===== config.mk =====
export PLATFORM = sky130hd
export DESIGN_NAME = rppi_port
export DESIGN_NICKNAME = d
export VERILOG_FILES = /design/src/hdl/rppi_port.v /design/src/hdl/rppi_sync.v
export VERILOG_INCLUDE_DIRS = /design/src /design/src/hdl
export SDC_FILE = /design/constraint.sdc
export NUM_CORES = 1
export LEC_CHECK = 0
export BUFFER_PORTS_ARGS = -buffer_cell sky130_fd_sc_hd__buf_2
export CAP_MARGIN = 20
export CORE_AREA = 10 10 134 136
export CTS_CLUSTER_DIAMETER = 200
export DETAILED_ROUTE_END_ITERATION = 8
export DIE_AREA = 0 0 144 146
export PLACE_DENSITY = 0.83
export SYNTH_ARGS = -nofsm -noshare
export SYNTH_HDL_FRONTEND = slang
export SYNTH_SLANG_ARGS = --single-unit

===== constraint.sdc =====
create_clock -name clk_sys -period 5.1 [get_ports clk_sys]
set_clock_uncertainty 0.05 [all_clocks]
set_input_delay 0.765 -clock clk_sys [delete_from_list [all_inputs] [get_ports clk_sys]]
set_output_delay 0.765 -clock clk_sys [all_outputs]
set_load 0.02 [all_outputs]

===== src/hdl/rppi_regs.vh =====
// Register map, field positions, reset values and timing counts of the
// radio parallel port. Assumes a 250 MHz system clock and an APB slave.
//
// Summary of operation
// - Each set direction bit makes its line an input by releasing the driver.
// - Sample command captures all sixteen lines, outputs included.
// - A line held low by our driver always samples low.
// - Writing direction drives it too; pin level is direction OR output value.
// - Output value is staged; it reaches the pins only on the drive command.
// - Output bit 0 pulls the line low, bit 1 releases it high.
// - Each drive command emits a strobe pulse of selectable polarity.
// - Outputs can be updated at about 200 kb/s below 158 pF load.
// - An armed interrupt input trips when its pin is seen low.
// - A trip holds until disabled, which clears it; arming alone keeps it.
// - A trip sets a pollable status bit that can raise a service request.
// - Direction 0x00ff, output zero, no input low: sample reads 255.
// - Output 0xff00 then drive: upper eight lines high, rest low.
// - Interrupt one trip is status bit 13, interrupt two bit 14.
// - A disabled interrupt input ignores its pin entirely.
// - Bit 0 of direction, output and sample maps to line zero.
`ifndef RPPI_REGS_VH
`define RPPI_REGS_VH

`define RPPI_OFS_DIR 12'h000
`define RPPI_OFS_OUT 12'h004
`define RPPI_OFS_CMD 12'h008
`define RPPI_OFS_SAMPLE 12'h00c
`define RPPI_OFS_CTRL 12'h010
`define RPPI_OFS_STAT 12'h014
`define RPPI_OFS_CLR 12'h018
`define RPPI_OFS_IEN 12'h01c
`define RPPI_OFS_PINS 12'h020

`define RPPI_CMD_SEND 0
`define RPPI_CMD_READ 1
`define RPPI_CTRL_POL 0
`define RPPI_CTRL_ARM1 1
`define RPPI_CTRL_ARM2 2
`define RPPI_ST_TRIP1 13
`define RPPI_ST_TRIP2 14
`define RPPI_ST_SENT 0
`define RPPI_ST_READ 1

`define RPPI_RST_DIR 16'h0000
`define RPPI_RST_OUT 16'h0000
`define RPPI_RST_CTRL 3'h0

`define RPPI_CLK_MHZ 250
`define RPPI_STROBE_NS 1000
`define RPPI_STROBE_CYC ((`RPPI_STROBE_NS * `RPPI_CLK_MHZ + 999) / 1000)

`endif


===== src/hdl/rppi_port.v =====
// Radio parallel port top: 16 open-collector data lines, strobe, two
// interrupt inputs, APB register slave. Assumes external pull-ups on the
// data lines and interrupt pins; all pins are asynchronous to clk_sys.
`timescale 1ns/100ps
`include "rppi_regs.vh"
module rppi_port #(
  parameter WIDTH = 16,
  parameter STROBE_CYC = `RPPI_STROBE_CYC
) (
  input wire clk_sys,
  input wire nrst,
  input wire psel,
  input wire penable,
  input wire pwrite,
  input wire [11:0] paddr,
  input wire [31:0] pwdata,
  output reg [31:0] prdata,
  output wire pready,
  output wire pslverr,
  input wire [WIDTH-1:0] dataIn,
  output wire [WIDTH-1:0] dataOut,
  output wire [WIDTH-1:0] dataOe,
  output wire strobeOut,
  input wire irq1In,
  input wire irq2In,
  output wire irqOut
);
  localparam [15:0] STROBE_LEN = STROBE_CYC;

  reg [WIDTH-1:0] dirMask_ff;
  reg [WIDTH-1:0] outStage_ff;
  reg [WIDTH-1:0] outLatch_ff;
  reg [WIDTH-1:0] sample_ff;
  reg [2:0] ctrl_ff;
  reg [15:0] stat_ff;
  reg [15:0] ien_ff;
  reg tripped1_ff;
  reg tripped2_ff;
  reg disarmed1_ff;
  reg disarmed2_ff;
  reg strobeAct_ff;
  reg [15:0] strobeCnt_ff;
  reg [15:0] nxt_stat;
  wire [WIDTH-1:0] pinSync;
  wire [1:0] irqSync;
  wire wrEn;
  wire rdEn;
  wire addrOk;
  wire sendCmd;
  wire readCmd;
  wire arm1;
  wire arm2;
  wire pol;
  wire trip1Set;
  wire trip2Set;
  wire [WIDTH-1:0] pinLevel;

  // Single-cycle APB answer; an unmapped address gets pslverr
  assign wrEn = psel & penable & pwrite;
  assign rdEn = psel & penable & ~pwrite;
  assign pready = 1'b1;
  assign addrOk = (paddr == `RPPI_OFS_DIR) || (paddr == `RPPI_OFS_OUT) ||
    (paddr == `RPPI_OFS_CMD) || (paddr == `RPPI_OFS_SAMPLE) ||
    (paddr == `RPPI_OFS_CTRL) || (paddr == `RPPI_OFS_STAT) ||
    (paddr == `RPPI_OFS_CLR) || (paddr == `RPPI_OFS_IEN) ||
    (paddr == `RPPI_OFS_PINS);
  assign pslverr = psel & penable & ~addrOk;

  assign sendCmd = wrEn && (paddr == `RPPI_OFS_CMD) && pwdata[`RPPI_CMD_SEND];
  assign readCmd = wrEn && (paddr == `RPPI_OFS_CMD) && pwdata[`RPPI_CMD_READ];
  assign pol = ctrl_ff[`RPPI_CTRL_POL];
  assign arm1 = ctrl_ff[`RPPI_CTRL_ARM1];
  assign arm2 = ctrl_ff[`RPPI_CTRL_ARM2];

  // Pins pass four flops; resets high to match the idle pulled-up lines
  rppi_sync #(
    .WIDTH(WIDTH),
    .INIT({WIDTH{1'b1}})
  ) u_pinSync (
    .clk_sys(clk_sys),
    .nrst(nrst),
    .din(dataIn),
    .dout(pinSync)
  );

  rppi_sync #(
    .WIDTH(2),
    .INIT(2'b11)
  ) u_irqSync (
    .clk_sys(clk_sys),
    .nrst(nrst),
    .din({irq2In, irq1In}),
    .dout(irqSync)
  );

  // Open collector: only ever drive low, never high
  assign pinLevel = dirMask_ff | outLatch_ff;
  assign dataOut = {WIDTH{1'b0}};
  assign dataOe = ~pinLevel;

  // Lines we pull low read low even if the far side fights the pull
  always @(posedge clk_sys or negedge nrst) begin
    if (!nrst) begin
      sample_ff <= {WIDTH{1'b0}};
    end else if (readCmd) begin
      sample_ff <= pinSync & pinLevel;
    end
  end

  // Direction, staging and control registers
  always @(posedge clk_sys or negedge nrst) begin
    if (!nrst) begin
      dirMask_ff <= `RPPI_RST_DIR;
      outStage_ff <= `RPPI_RST_OUT;
      outLatch_ff <= `RPPI_RST_OUT;
      ctrl_ff <= `RPPI_RST_CTRL;
      ien_ff <= 16'h0000;
    end else begin
      if (wrEn && paddr == `RPPI_OFS_DIR) begin
        dirMask_ff <= pwdata[WIDTH-1:0];
      end
      if (wrEn && paddr == `RPPI_OFS_OUT) begin
        outStage_ff <= pwdata[WIDTH-1:0];
      end
      if (sendCmd) begin
        outLatch_ff <= outStage_ff;
      end
      if (wrEn && paddr == `RPPI_OFS_CTRL) begin
        ctrl_ff <= pwdata[2:0];
      end
      if (wrEn && paddr == `RPPI_OFS_IEN) begin
        ien_ff <= pwdata[15:0];
      end
    end
  end

  // Strobe pulse starts with the data edge; a new send restarts it
  always @(posedge clk_sys or negedge nrst) begin
    if (!nrst) begin
      strobeAct_ff <= 1'b0;
      strobeCnt_ff <= 16'h0000;
    end else if (sendCmd) begin
      strobeAct_ff <= 1'b1;
      strobeCnt_ff <= STROBE_LEN;
    end else if (strobeAct_ff) begin
      if (strobeCnt_ff <= 16'h0001) begin
        strobeAct_ff <= 1'b0;
        strobeCnt_ff <= 16'h0000;
      end else begin
        strobeCnt_ff <= strobeCnt_ff - 16'h0001;
      end
    end
  end
  // Polarity bit high means active-high pulse; idle is the opposite level
  assign strobeOut = pol ? strobeAct_ff : ~strobeAct_ff;

  // Disabling clears the trip; arming alone never does
  assign trip1Set = arm1 & ~disarmed1_ff & ~irqSync[0];
  assign trip2Set = arm2 & ~disarmed2_ff & ~irqSync[1];
  always @(posedge clk_sys or negedge nrst) begin
    if (!nrst) begin
      tripped1_ff <= 1'b0;
      tripped2_ff <= 1'b0;
      disarmed1_ff <= 1'b1;
      disarmed2_ff <= 1'b1;
    end else begin
      if (!arm1) begin
        tripped1_ff <= 1'b0;
        disarmed1_ff <= 1'b0;
      end else if (trip1Set) begin
        tripped1_ff <= 1'b1;
        disarmed1_ff <= 1'b1; // Latched until the next disable
      end
      if (!arm2) begin
        tripped2_ff <= 1'b0;
        disarmed2_ff <= 1'b0;
      end else if (trip2Set) begin
        tripped2_ff <= 1'b1;
        disarmed2_ff <= 1'b1;
      end
    end
  end

  // Sticky status; a new event beats a clear in the same cycle
  always @* begin
    nxt_stat = stat_ff;
    if (wrEn && paddr == `RPPI_OFS_CLR) begin
      nxt_stat = stat_ff & ~pwdata[15:0];
    end
    if (trip1Set) begin
      nxt_stat[`RPPI_ST_TRIP1] = 1'b1;
    end
    if (trip2Set) begin
      nxt_stat[`RPPI_ST_TRIP2] = 1'b1;
    end
    if (sendCmd) begin
      nxt_stat[`RPPI_ST_SENT] = 1'b1;
    end
    if (readCmd) begin
      nxt_stat[`RPPI_ST_READ] = 1'b1;
    end
  end

  always @(posedge clk_sys or negedge nrst) begin
    if (!nrst) begin
      stat_ff <= 16'h0000;
    end else begin
      stat_ff <= nxt_stat;
    end
  end

  assign irqOut = |(stat_ff & ien_ff);

  // Read mux; zero for write-only and unmapped words
  always @* begin
    prdata = 32'h00000000;
    case (paddr)
      `RPPI_OFS_DIR: prdata[WIDTH-1:0] = dirMask_ff;
      `RPPI_OFS_OUT: prdata[WIDTH-1:0] = outStage_ff;
      `RPPI_OFS_SAMPLE: prdata[WIDTH-1:0] = sample_ff;
      `RPPI_OFS_CTRL: prdata[4:0] = {tripped2_ff, tripped1_ff, ctrl_ff};
      `RPPI_OFS_STAT: prdata[15:0] = stat_ff;
      `RPPI_OFS_IEN: prdata[15:0] = ien_ff;
      `RPPI_OFS_PINS: prdata[WIDTH-1:0] = pinLevel;
      default: prdata = 32'h00000000;
    endcase
  end
endmodule


===== src/hdl/rppi_sync.v =====
// Three-stage pin synchroniser with agreement check.
// Assumes asynchronous pins and the system clock domain.
`timescale 1ns/100ps
module rppi_sync #(
  parameter WIDTH = 16,
  parameter [WIDTH-1:0] INIT = {WIDTH{1'b1}}
) (
  input wire clk_sys,
  input wire nrst,
  input wire [WIDTH-1:0] din,
  output reg [WIDTH-1:0] dout
);
  reg [WIDTH-1:0] stage1_ff;
  reg [WIDTH-1:0] stage2_ff;
  reg [WIDTH-1:0] stage3_ff;
  integer i;

  // Output only moves where stages two and three agree, filtering glitches
  always @(posedge clk_sys or negedge nrst) begin
    if (!nrst) begin
      stage1_ff <= INIT;
      stage2_ff <= INIT;
      stage3_ff <= INIT;
      dout <= INIT;
    end else begin
      stage1_ff <= din;
      stage2_ff <= stage1_ff;
      stage3_ff <= stage2_ff;
      for (i = 0; i < WIDTH; i = i + 1) begin
        if (stage2_ff[i] == stage3_ff[i]) begin
          dout[i] <= stage3_ff[i];
        end
      end
    end
  end
endmodule


**Yosys cells after proc, flatten, opt, wreduce, memory -nomap -nowiden**

Index checks and enable logic that the tools add are counted.

- Add/sub/neg operators: 1
- Multiply operators: 0
- Divide/modulo/power cells: 0
- Order comparisons: 1
- Equality and inequality tests: 28
- Shifts and indexed selects: 0
- Mux-type cells: 18
- Bitwise logic cells: 19
- Reductions and logical operators: 23

Operators with widths:

| operator | count |
|---|---|
| one-hot mux 11 bit (6 select lines) | 1 |
| AND 16 bit | 3 |
| == test 12 x 5 -> 1 bit (second input constant) | 4 |
| 2-to-1 mux 16 bit | 3 |
| one-hot mux 5 bit (7 select lines) | 1 |
| inverter 16 bit | 2 |
| == test 12 x 4 -> 1 bit (second input constant) | 2 |
| == test 1 bit | 18 |
| less-or-equal comparator 16 x 1 -> 1 bit (second input constant) | 1 |
| OR 16 bit | 1 |
| OR reduction 16 bit | 1 |
| subtractor 16 x 1 -> 16 bit (second input constant) | 1 |
| 2-to-1 mux 15 bit | 1 |
| == test 12 x 3 -> 1 bit (second input constant) | 1 |
| == test 12 x 6 -> 1 bit (second input constant) | 1 |
| zero test 12 bit | 1 |
| 2-to-1 mux 1 bit | 12 |
| nonzero test 2 bit | 5 |
| logical AND 1 bit | 8 |
| logical OR 1 bit | 8 |
| AND 1 bit | 7 |
| inverter 1 bit | 6 |
| inequality test 2 x 1 -> 1 bit (second input constant) | 2 |

- Flip-flop bits (word level): 192
- Bits in latches: 0
- Bits in writable memories: 0
- ROM bits: 0
- Output and inout port bits: 68
- Memories kept: 0

**Depth between registers and ports, before layout**

Gate-level depths: netlist (run 1).

- Depth after elaboration: 11
- Depth in mapped cells: 8
- Gate-level depth less buffers: 6

**Hierarchy**

A second synthesis (run 1) with hierarchy kept.

- Cell total of the unflattened synthesis: 665
- Area, all modules: 8353.0 µm²

By module, submodules not included:

| module | times used | cells each | area an instance (µm²) | sequential area each (µm²) |
|---|---|---|---|---|
| rppi_port | 1 | 575 | 6258.5 | 3005.4 |
| rppi_sync at u_pinSync | 1 | 80 | 1861.8 | 1681.6 |
| rppi_sync at u_irqSync | 1 | 10 | 232.7 | 210.2 |

**Least setup slack after synthesis (run 1)**

Ideal clock, no wire load.

- Path type: input-to-output
- Start: in paddr[2]
- End: out prdata[10]
- Arrival time: 2519 ps
- Slack: 1766 ps
- Stages: 5
- Path buffers: 1
- Cells stage by stage: clkbuf_1 or3b_2 nor4b_2 a22oi_1 a41oi_1

- Word-level cells in the longest chain between the ends: 2
- Elaborated cells on any way between the ends: 7

RTL lines:

| element | line | text |
|---|---|---|
| from (decl) | rppi_port.v:15 | `input wire [11:0] paddr,` |
| == test 12 x 6 -> 1 bit, or another cell as far along | rppi_port.v:217 | `case (paddr)` |
| one-hot mux 11 bit (6 select lines) (*) | rppi_port.v:217 |  |
| to (decl) | rppi_port.v:17 | `output reg [31:0] prdata,` |

Every way passes the cells marked *; elsewhere a longest branch is shown, timed or not.

**Worst setup path after layout (run 1)**

- Start: in paddr[3]
- End: out prdata[5]

Same word-level chain as after synthesis.

==> results of run 1 <==
==> final timing paths <==
path                                         start  slack, ns  cells after the start                 endpoint
setup / recovery                          paddr[3]       0.98                      6                prdata[5]
hold / removal             u_pinSync.stage1_ff[14]       0.31                      0  u_pinSync.stage2_ff[14]
setup reg to reg                   strobeCnt_ff[6]       2.47                      4          strobeCnt_ff[7]
hold reg to reg            u_pinSync.stage1_ff[14]       0.31                      0  u_pinSync.stage2_ff[14]
max in group asynchronous                     nrst       3.53                      2        u_pinSync.dout[0]
min in group asynchronous                     nrst       0.38                      1          strobeCnt_ff[9]
==> flip-flops by register name, summed over array words and instances, names as in the netlist, 2 cells and up <==
register,flops
dirMask_ff,16
ien_ff,16
outLatch_ff,16
outStage_ff,16
sample_ff,16
stat_ff,16
strobeCnt_ff,16
u_pinSync.dout,16
u_pinSync.stage1_ff,16
u_pinSync.stage2_ff,16
u_pinSync.stage3_ff,16
ctrl_ff,3
u_irqSync.dout,2
u_irqSync.stage1_ff,2
u_irqSync.stage2_ff,2
u_irqSync.stage3_ff,2
==> logic make-up (layout without fill, tap and decap cells) <==
| logic type | count (synthesis) | in the layout |
|---|---|---|
| other | 2 | 34 |
| AND/OR/NAND/NOR | 146 | 146 |
| buffers and inverters | 70 | 138 |
| adder cells (fa/ha/maj) | 20 | 20 |
| XOR/XNOR | 6 | 6 |
| AO/OA/AOI/OAI | 157 | 157 |
| flip-flops | 192 | 192 |
| multiplexers | 83 | 83 |
==> critical path: cells and delay by family <==
family / cells / cell delay, ns
buf+inv: 2 / 0.41
simple gates: 3 / 1.79
compound gates: 1 / 0.34
==> routing by layer <==
metal | wire (um) | vias to the layer above
li1 | - | 2578
met1 | 8370 | 2952
met2 | 9860 | 348
met3 | 1960 | 49
met4 | 577 | 0
met5 | 0 | -
==> power groups by stage <==
stage | Sequential (W) | Combinational, W | Clock [W]
final | 0.00166 | 0.000162 | 0.00127
after global routing | 0.00167 | 0.000179 | 0.00136
after CTS | 0.00166 | 0.000161 | 0.00129
after detailed placement | 0.00168 | 0.000161 | 0
after global placement | 0.00168 | 0.000156 | 0
after floorplan | 0.00166 | 0.000115 | 0
==> synthesized netlist by cell type, types with 9 or more instances <==
| master | count | area, um2 |
|---|---|---|
| a22o_1 | 13 | 114 |
| nor2_1 | 40 | 150 |
| mux2_2 | 75 | 845 |
| dfrtp_1 | 118 | 2950 |
| dfstp_2 | 74 | 1940 |
| a21oi_1 | 15 | 75.1 |
| a21boi_0 | 14 | 105 |
| buf_4 | 33 | 248 |
| nand2_1 | 38 | 143 |
| o21ai_0 | 62 | 310 |
| maj3_1 | 18 | 180 |
| clkbuf_1 | 21 | 78.8 |
| a22oi_1 | 9 | 67.6 |
==> layout make-up <==
cell class | count | area, um2
tap | 192 | 240
multi-input combinational | 445 | 3130
timing repair buffer | 98 | 529
fill | 1214 | 6090
antenna | 1 | 2.50
sequential | 192 | 4900
clock buffer | 18 | 439
clock inverter | 14 | 123
inverter | 8 | 30.0
==> per-stage QoR <==
stage / setup WS [ns] / std cells / utilization / power, W
2_1_floorplan: 1.77 / 707 / - / 0.00178
3_3_place_gp: 1.09 / 934 / 0.570 / 0.00184
3_5_place_dp: 1.08 / 934 / 0.570 / 0.00184
4_1_cts: 1.09 / 966 / 0.606 / 0.00310
5_1_grt: 0.966 / 968 / 0.606 / 0.00320
6_report: 0.981 / 968 / 0.606 / 0.00309
==> reports/metrics.csv, run 1 <==
metric,value,unit
status,completed,
overflow,0,
cts-root-buf,clkbuf_16,
pwr-share-comb,0.052,
rows,46,
cp-end-kind,output pin,
layout-drive-gt1-share,0.382,
antenna_found_initial,1,
first_iter_violations,464,
grt_max_degree,126,
ir_drop,245,uV
hold_class,reg2reg,
relSlewSlack,0.339,
ys_seq_elements,192,
fin_area,0.00939,mm2
rsz0062_at_grt,false,
slowest_stage,or4_1,
p_sw,0.000775,W
finalHoldViolCount,0,
critPathKind,in2out,
clockPowerShare,0.410,
grt.met2_usage,0.307,
synth_ff_type,dfrtp_1,
fin_crit,4.12,ns
yosysWarnings,0,
synth_mux_area_frac,0.113,
numCtsBuffers,17,
clock_sinks,192,
totalWireLength,20800,um
tritoncts,yes,
crit_top_cell,buf_2,
dpl.hpwl,14100,um
slowest_delay,0.75,ns
dieArea,0.0210,mm2
arrival,3.30,ns
cts_buffer_depth,2,
use_met3,0.0454,
crit_chain,buf_2 > or4_1 > nor2_1 > nand3_1 > o221ai_1 > buf_2,
final_nets,831,
layout.cells.most_common,dfrtp_1,
boundaryPins,135,
worst_pin_slew,0.992,ns
coreArea,0.0155,mm2
syn_area,0.00830,mm2
syn_to_final_growth,13.1,%
start_util,0.536,
gr-usage-met1,0.255,
track_usage,0.197,
synthAdderAreaFrac,0.0247,
finalMaxSlewViolations,0,
synth_seq_area_share,0.590,
synth-edff-count,0,
fmax,243,MHz
synth_compound_area_frac,0.124,
place_area,0.00882,mm2
cts_resized,0,
setup_viol,0,
grt_pass1_vias,6087,
synth_top_family_by_area,compound AO/OA/AOI/OAI gates,
cts_setup_buffers,0,
netSwitchingFraction,0.251,
grt.busiest_layer,met2,
syn_inst,676,
synth-xor-area-share,0.00633,
async_flop_share,1.00,
first_pass_iters,6,
syn_avg_cell_area,12.3,um2
hold_slack,0.305,ns
port_buffers,85,
h-tree-depth,4,
worstPathMaxFanout,15,
maxCapViolations,0,
clk_latency,0.44,ns
final_cell_mix,"dfrtp_1, buf_2, mux2_2, dfstp_2, o21ai_0",
cts_hold_buf,0,
p_leak,4.05,nW
period_share,0.808,
via_count,5927,
p_int,0.00231,W
grt_pass1_wl,32500,um
avgViaCountPerCell,6.12,
ant_nets,0,
gp_congestion,0.871,
power_density,329,mW/mm2
cp-start-kind,input pin,
clk_pin_slew,0.07,ns
pwr-share-seq,0.537,
die_w,144,um
route.detailed.drc,0,
synthSimpleGateAreaFrac,0.0933,
finalSetupTns,0,ns
synth_cell_types,61,
fp.dieH,146,um
cp_data_required_time,4.28,ns
wl_per_cell,21.4,um
(Power assumes the default switching activity.)
==> run 2, diff against run 1 <==
- clock period: 5.1 -> 4.21 ns (I/O delays scaled with it)
==> run 2 against run 1 <==
Against the previous run: cell count grew 0.52%; first-iteration DRC count is 23% higher; routed wire length fell by 0.68%.
==> reports/metrics.csv, run 2 (synthesized netlist as in run 1, its figures left out) <==
metric,value,unit
cts_hold_buf,0,
layout-drive-gt1-share,0.385,
coreArea,0.0155,mm2
p_leak,4.10,nW
grt_pass1_vias,5868,
avgViaCountPerCell,6.05,
gp_congestion,0.927,
finalMaxSlewViolations,0,
fp.dieH,146,um
cts-root-buf,clkbuf_16,
fin_crit,3.53,ns
period_share,0.838,
route.detailed.drc,0,
worst_pin_slew,1.00,ns
hold_slack,0.231,ns
boundaryPins,135,
reg2regPathDepth,4,
start_util,0.536,
track_usage,0.199,
layout.cells.most_common,dfrtp_1,
rrSetupSlack,1.62,ns
port_buffers,85,
numCtsBuffers,17,
finalSetupTns,0,ns
critPathKind,in2out,
grt_pass1_wl,32500,um
hold_path_startpoint,dataIn[3],
setup_viol,0,
gr-usage-met1,0.256,
cts_buffer_depth,2,
worstReg2RegStart,strobeCnt_ff[5],
p_int,0.00292,W
overflow,0,
r2r-end,strobeCnt_ff[6],
dieArea,0.0210,mm2
hold_class,in2reg,
power_density,408,mW/mm2
maxCapViolations,0,
pwr-share-comb,0.051,
syn_to_final_growth,14.5,%
rsz0062_at_grt,false,
cp-end-kind,output pin,
wl_per_cell,21.2,um
arrival,2.85,ns
final_nets,835,
ir_drop,386,uV
grt.met2_usage,0.303,
rows,46,
clock_sinks,192,
final_cell_mix,"dfrtp_1, buf_2, mux2_2, dfstp_2, o21ai_0",
finalHoldViolCount,0,
clk_latency,0.44,ns
totalWireLength,20600,um
pwr-share-seq,0.518,
hold_depth,1,
cts_resized,0,
ant_nets,0,
netSwitchingFraction,0.247,
antenna_found_initial,4,
first_pass_iters,5,
status,completed,
clk_pin_slew,0.08,ns
hold_end,u_pinSync.stage1_ff[3],
relSlewSlack,0.330,
die_w,144,um
p_sw,0.000956,W
use_met3,0.0640,
cts_setup_buffers,0,
first_iter_violations,573,
grt_max_degree,119,
fmax,283,MHz
dpl.hpwl,14100,um
grt.busiest_layer,met2,
worstPathMaxFanout,15,
clockPowerShare,0.431,
via_count,5884,
cp_data_required_time,3.53,ns
tritoncts,yes,
h-tree-depth,4,
cp-start-kind,input pin,
run 2: power groups by stage:
stage / registers [W] / clock network [W] / logic, W
final: 0.00201 / 0.00167 / 0.000197
after floorplan: 0.00201 / 0 / 0.000139
after CTS: 0.00201 / 0.00171 / 0.000197
after global routing: 0.00202 / 0.00179 / 0.000220
after global placement: 0.00204 / 0 / 0.000191
after detailed placement: 0.00204 / 0 / 0.000198
run 2: layer usage:
layer,wire [um],vias to the layer above,part of all wire
li1,-,2597,-
met1,8360,2964,0.41
met2,9900,274,0.48
met3,1820,45,0.088
met4,506,4,0.025
met5,34,-,0.0016
run 2: per-stage QoR:
step	setup slack, ns	cells	area (um2)	power (W)	util
2_1_floorplan	1.14	707	8410	0.00215	-
3_3_place_gp	0.715	938	8860	0.00223	0.572
3_5_place_dp	0.748	938	8860	0.00224	0.572
4_1_cts	0.724	970	9490	0.00391	0.613
5_1_grt	0.583	972	9500	0.00403	0.613
6_report	0.681	973	9500	0.00387	0.614
run 2: how the worst max path moves through the flow:
stage,start,end
2_1_floorplan,paddr[2],prdata[10]
4_1_cts,paddr[3],prdata[8]
3_5_place_dp,paddr[3],prdata[5]
3_3_place_gp,paddr[3],prdata[5]
6_report,paddr[3],prdata[5]
5_1_grt,paddr[3],prdata[7]
run 2: cell type report:
cell class	count	area, um2
diodes	2	5.00
clock buffers	17	425
clock inverters	15	204
fillers	1198	5980
inverters	8	30.0
multi-input cells	445	3130
flip-flops and latches	192	4900
well taps	192	240
repair buffers	102	572
run 2: worst max-delay path, stage by stage:
cell and delay [ns]:
buf_2 0.19, or4_1 0.73, nor2_1 0.38, nand3_1 0.34, o221ai_1 0.35, buf_2 0.21
==> run 3, diff against run 2 <==
- ABC_AREA: not set -> 1
- CORE_AREA: 10 10 134 136 -> 10 10 142 144
- DIE_AREA: 0 0 144 146 -> 0 0 152 154
- PLACE_DENSITY: 0.83 -> 0.8
- clock period: 4.21 -> 3.1 ns (I/O delays scaled with it)
==> run 3 against run 2 <==
Against the previous run: sequential cell count unchanged; design area rose by 3.3%; die area increased by 11%; sequential share of layout area decreased by 1.7 points; clock power is 35% higher; first-iteration DRC count shrank 16%; critical path type unchanged; largest cell class unchanged.
==> reports/metrics.csv, run 3 <==
metric,value,unit
synth_seq_area_share,0.567,
final_cell_mix,"nand2_1, dfrtp_1, inv_1, nand3_1, buf_2",
synth_ff_type,dfrtp_1,
fill_cells,1477,
layout.cells.most_common,nand2_1,
syn_inst,942,
totalWireLength,20300,um
boundaryPins,135,
grt.busiest_layer,met2,
clk_latency,0.44,ns
rsz0062_at_grt,false,
numCtsBuffers,17,
first_iter_violations,484,
maxCapViolations,0,
antenna_found_initial,1,
dieArea,0.0234,mm2
use_met3,0.0455,
finalSetupTns,0,ns
clock_sinks,192,
grt_pass1_wl,32600,um
hold_class,in2reg,
place_area,0.00920,mm2
track_usage,0.171,
coreArea,0.0172,mm2
dpl.hpwl,14000,um
power_density,533,mW/mm2
rows,48,
wl_per_cell,16.0,um
fp.dieH,154,um
ys_seq_elements,192,
yosysMostFrequentCell,nand2_1,
tritoncts,yes,
die_w,152,um
route.detailed.drc,0,
relSlewSlack,0.537,
synth_cell_types,42,
synth-edff-count,0,
cts_setup_buffers,0,
port_buffers,85,
worst_pin_slew,0.694,ns
p_leak,4.64,nW
cts-root-buf,clkbuf_16,
arrival,2.08,ns
syn_area,0.00864,mm2
critPathKind,in2out,
cp_data_required_time,2.58,ns
cts_buffer_depth,2,
period_share,0.837,
ant_nets,0,
worstPathMaxFanout,10,
overflow,0,
clk_pin_slew,0.06,ns
synth_top_area_frac,0.342,
first_pass_iters,5,
layout-drive-gt1-share,0.222,
grt.met2_usage,0.270,
async_flop_share,1.00,
gp_congestion,0.874,
yosysWarnings,0,
yosysTopAreaCell,dfrtp_1,
cp-start-kind,input pin,
cp-end-kind,output pin,
avgViaCountPerCell,5.16,
start_util,0.503,
setup_viol,0,
fmax,385,MHz
gr-usage-met1,0.227,
status,completed,
syn_to_final_growth,13.6,%
grt_max_degree,71,
dpl.cell_count,1235,
finalHoldViolCount,0,
h-tree-depth,4,
via_count,6549,
fin_area,0.00982,mm2
post-route-util,0.572,
finalMaxSlewViolations,0,
grt_pass1_vias,6335,
ir_drop,589,uV
fin_crit,2.60,ns
synth_commonest_cells,"nand2_1, dfrtp_1, inv_1",
final_nets,1099,
layout.cells.non_filler,1269,
ys_top_cells_by_area,"dfrtp_1, dfstp_2, nand2_1, nand3_1, o21ai_0",
syn_avg_cell_area,9.17,um2
==> run 3: cell count changes after synthesis, sizes merged, moves of 10 or more <==
cell	change
a21boi	-14
a22o	-10
buf	+22
clkbuf	-19
inv	+81
mux2	-75
nand2	+177
nand3	+81
nand3b	+14
nor2	+41
o21ai	+69
==> run 3: area by class of cell <==
cell class              instances  area [um2]  area share
inverters                      90         338      0.0344
flip-flops and latches        192        4900       0.499
diodes                          1        2.50    0.000255
multi-input cells             626        3090       0.315
repair buffers                103         597      0.0608
clock buffers                  24         482      0.0491
well taps                     225         282      0.0287
clock inverters                 8         126      0.0129
==> run 3: kinds of logic after synthesis <==
kind of cell / Yosys count / synth area share
flip-flops: 192 / 0.567
AO/OA/AOI/OAI: 157 / 0.0983
buffers and inverters: 155 / 0.0888
adder cells (fa/ha/maj): 20 / 0.0237
XOR/XNOR: 7 / 0.00710
AND/OR/NAND/NOR: 409 / 0.214
other: 2 / 0.000869
==> run 3: stage by stage <==
stage                     setup WS, ns  hold WS, ns  power (W)
after floorplan                   1.11        0.119    0.00291
after global placement           0.560        0.295    0.00301
after detailed placement         0.506        0.297    0.00302
after CTS                        0.496       0.0574    0.00527
after global routing             0.324       0.0499    0.00543
final                            0.505       0.0663    0.00524
==> run 3: metal layers <==
metal / routed length (um) / vias to the layer above
met3: 1390 / 19
met2: 9600 / 244
li1: - / 3159
met1: 9000 / 3127
met4: 263 / 0
met5: 0 / -
==> run 3: worst max-delay path, cell delays in order <==
cell	delay, ns
buf_2	0.10
nor2_1	0.22
nand3_1	0.20
nor2_1	0.17
nand2_1	0.31
o21ai_0	0.29
nor2_1	0.06
nand2_1	0.09
buf_2	0.17
==> run 3: final timing paths <==
check	start	to	slack, ns	depth (start not counted)
hold / removal	dataIn[13]	u_pinSync.stage1_ff[13]	0.07	1
max in group asynchronous	nrst	u_pinSync.dout[1]	1.69	3
setup / recovery	paddr[1]	prdata[15]	0.50	9
setup reg to reg	strobeCnt_ff[0]	strobeCnt_ff[0]	1.32	9
min in group asynchronous	nrst	outLatch_ff[11]	0.52	2
hold reg to reg	u_pinSync.stage1_ff[11]	u_pinSync.stage2_ff[11]	0.31	0
==> run 3: power breakdown <==
group | total [W] | switching (W) | internal (W)
clock | 0.00225 | 0.000918 | 0.00134
sequential | 0.00270 | 0.0000609 | 0.00264
combinational | 0.000284 | 0.000194 | 0.0000899
==> run 3: timing repair <==
item,4_1_cts,5_1_grt
resized for setup,0,0
hold endpoints to repair,36,0
hold buffers,1,0
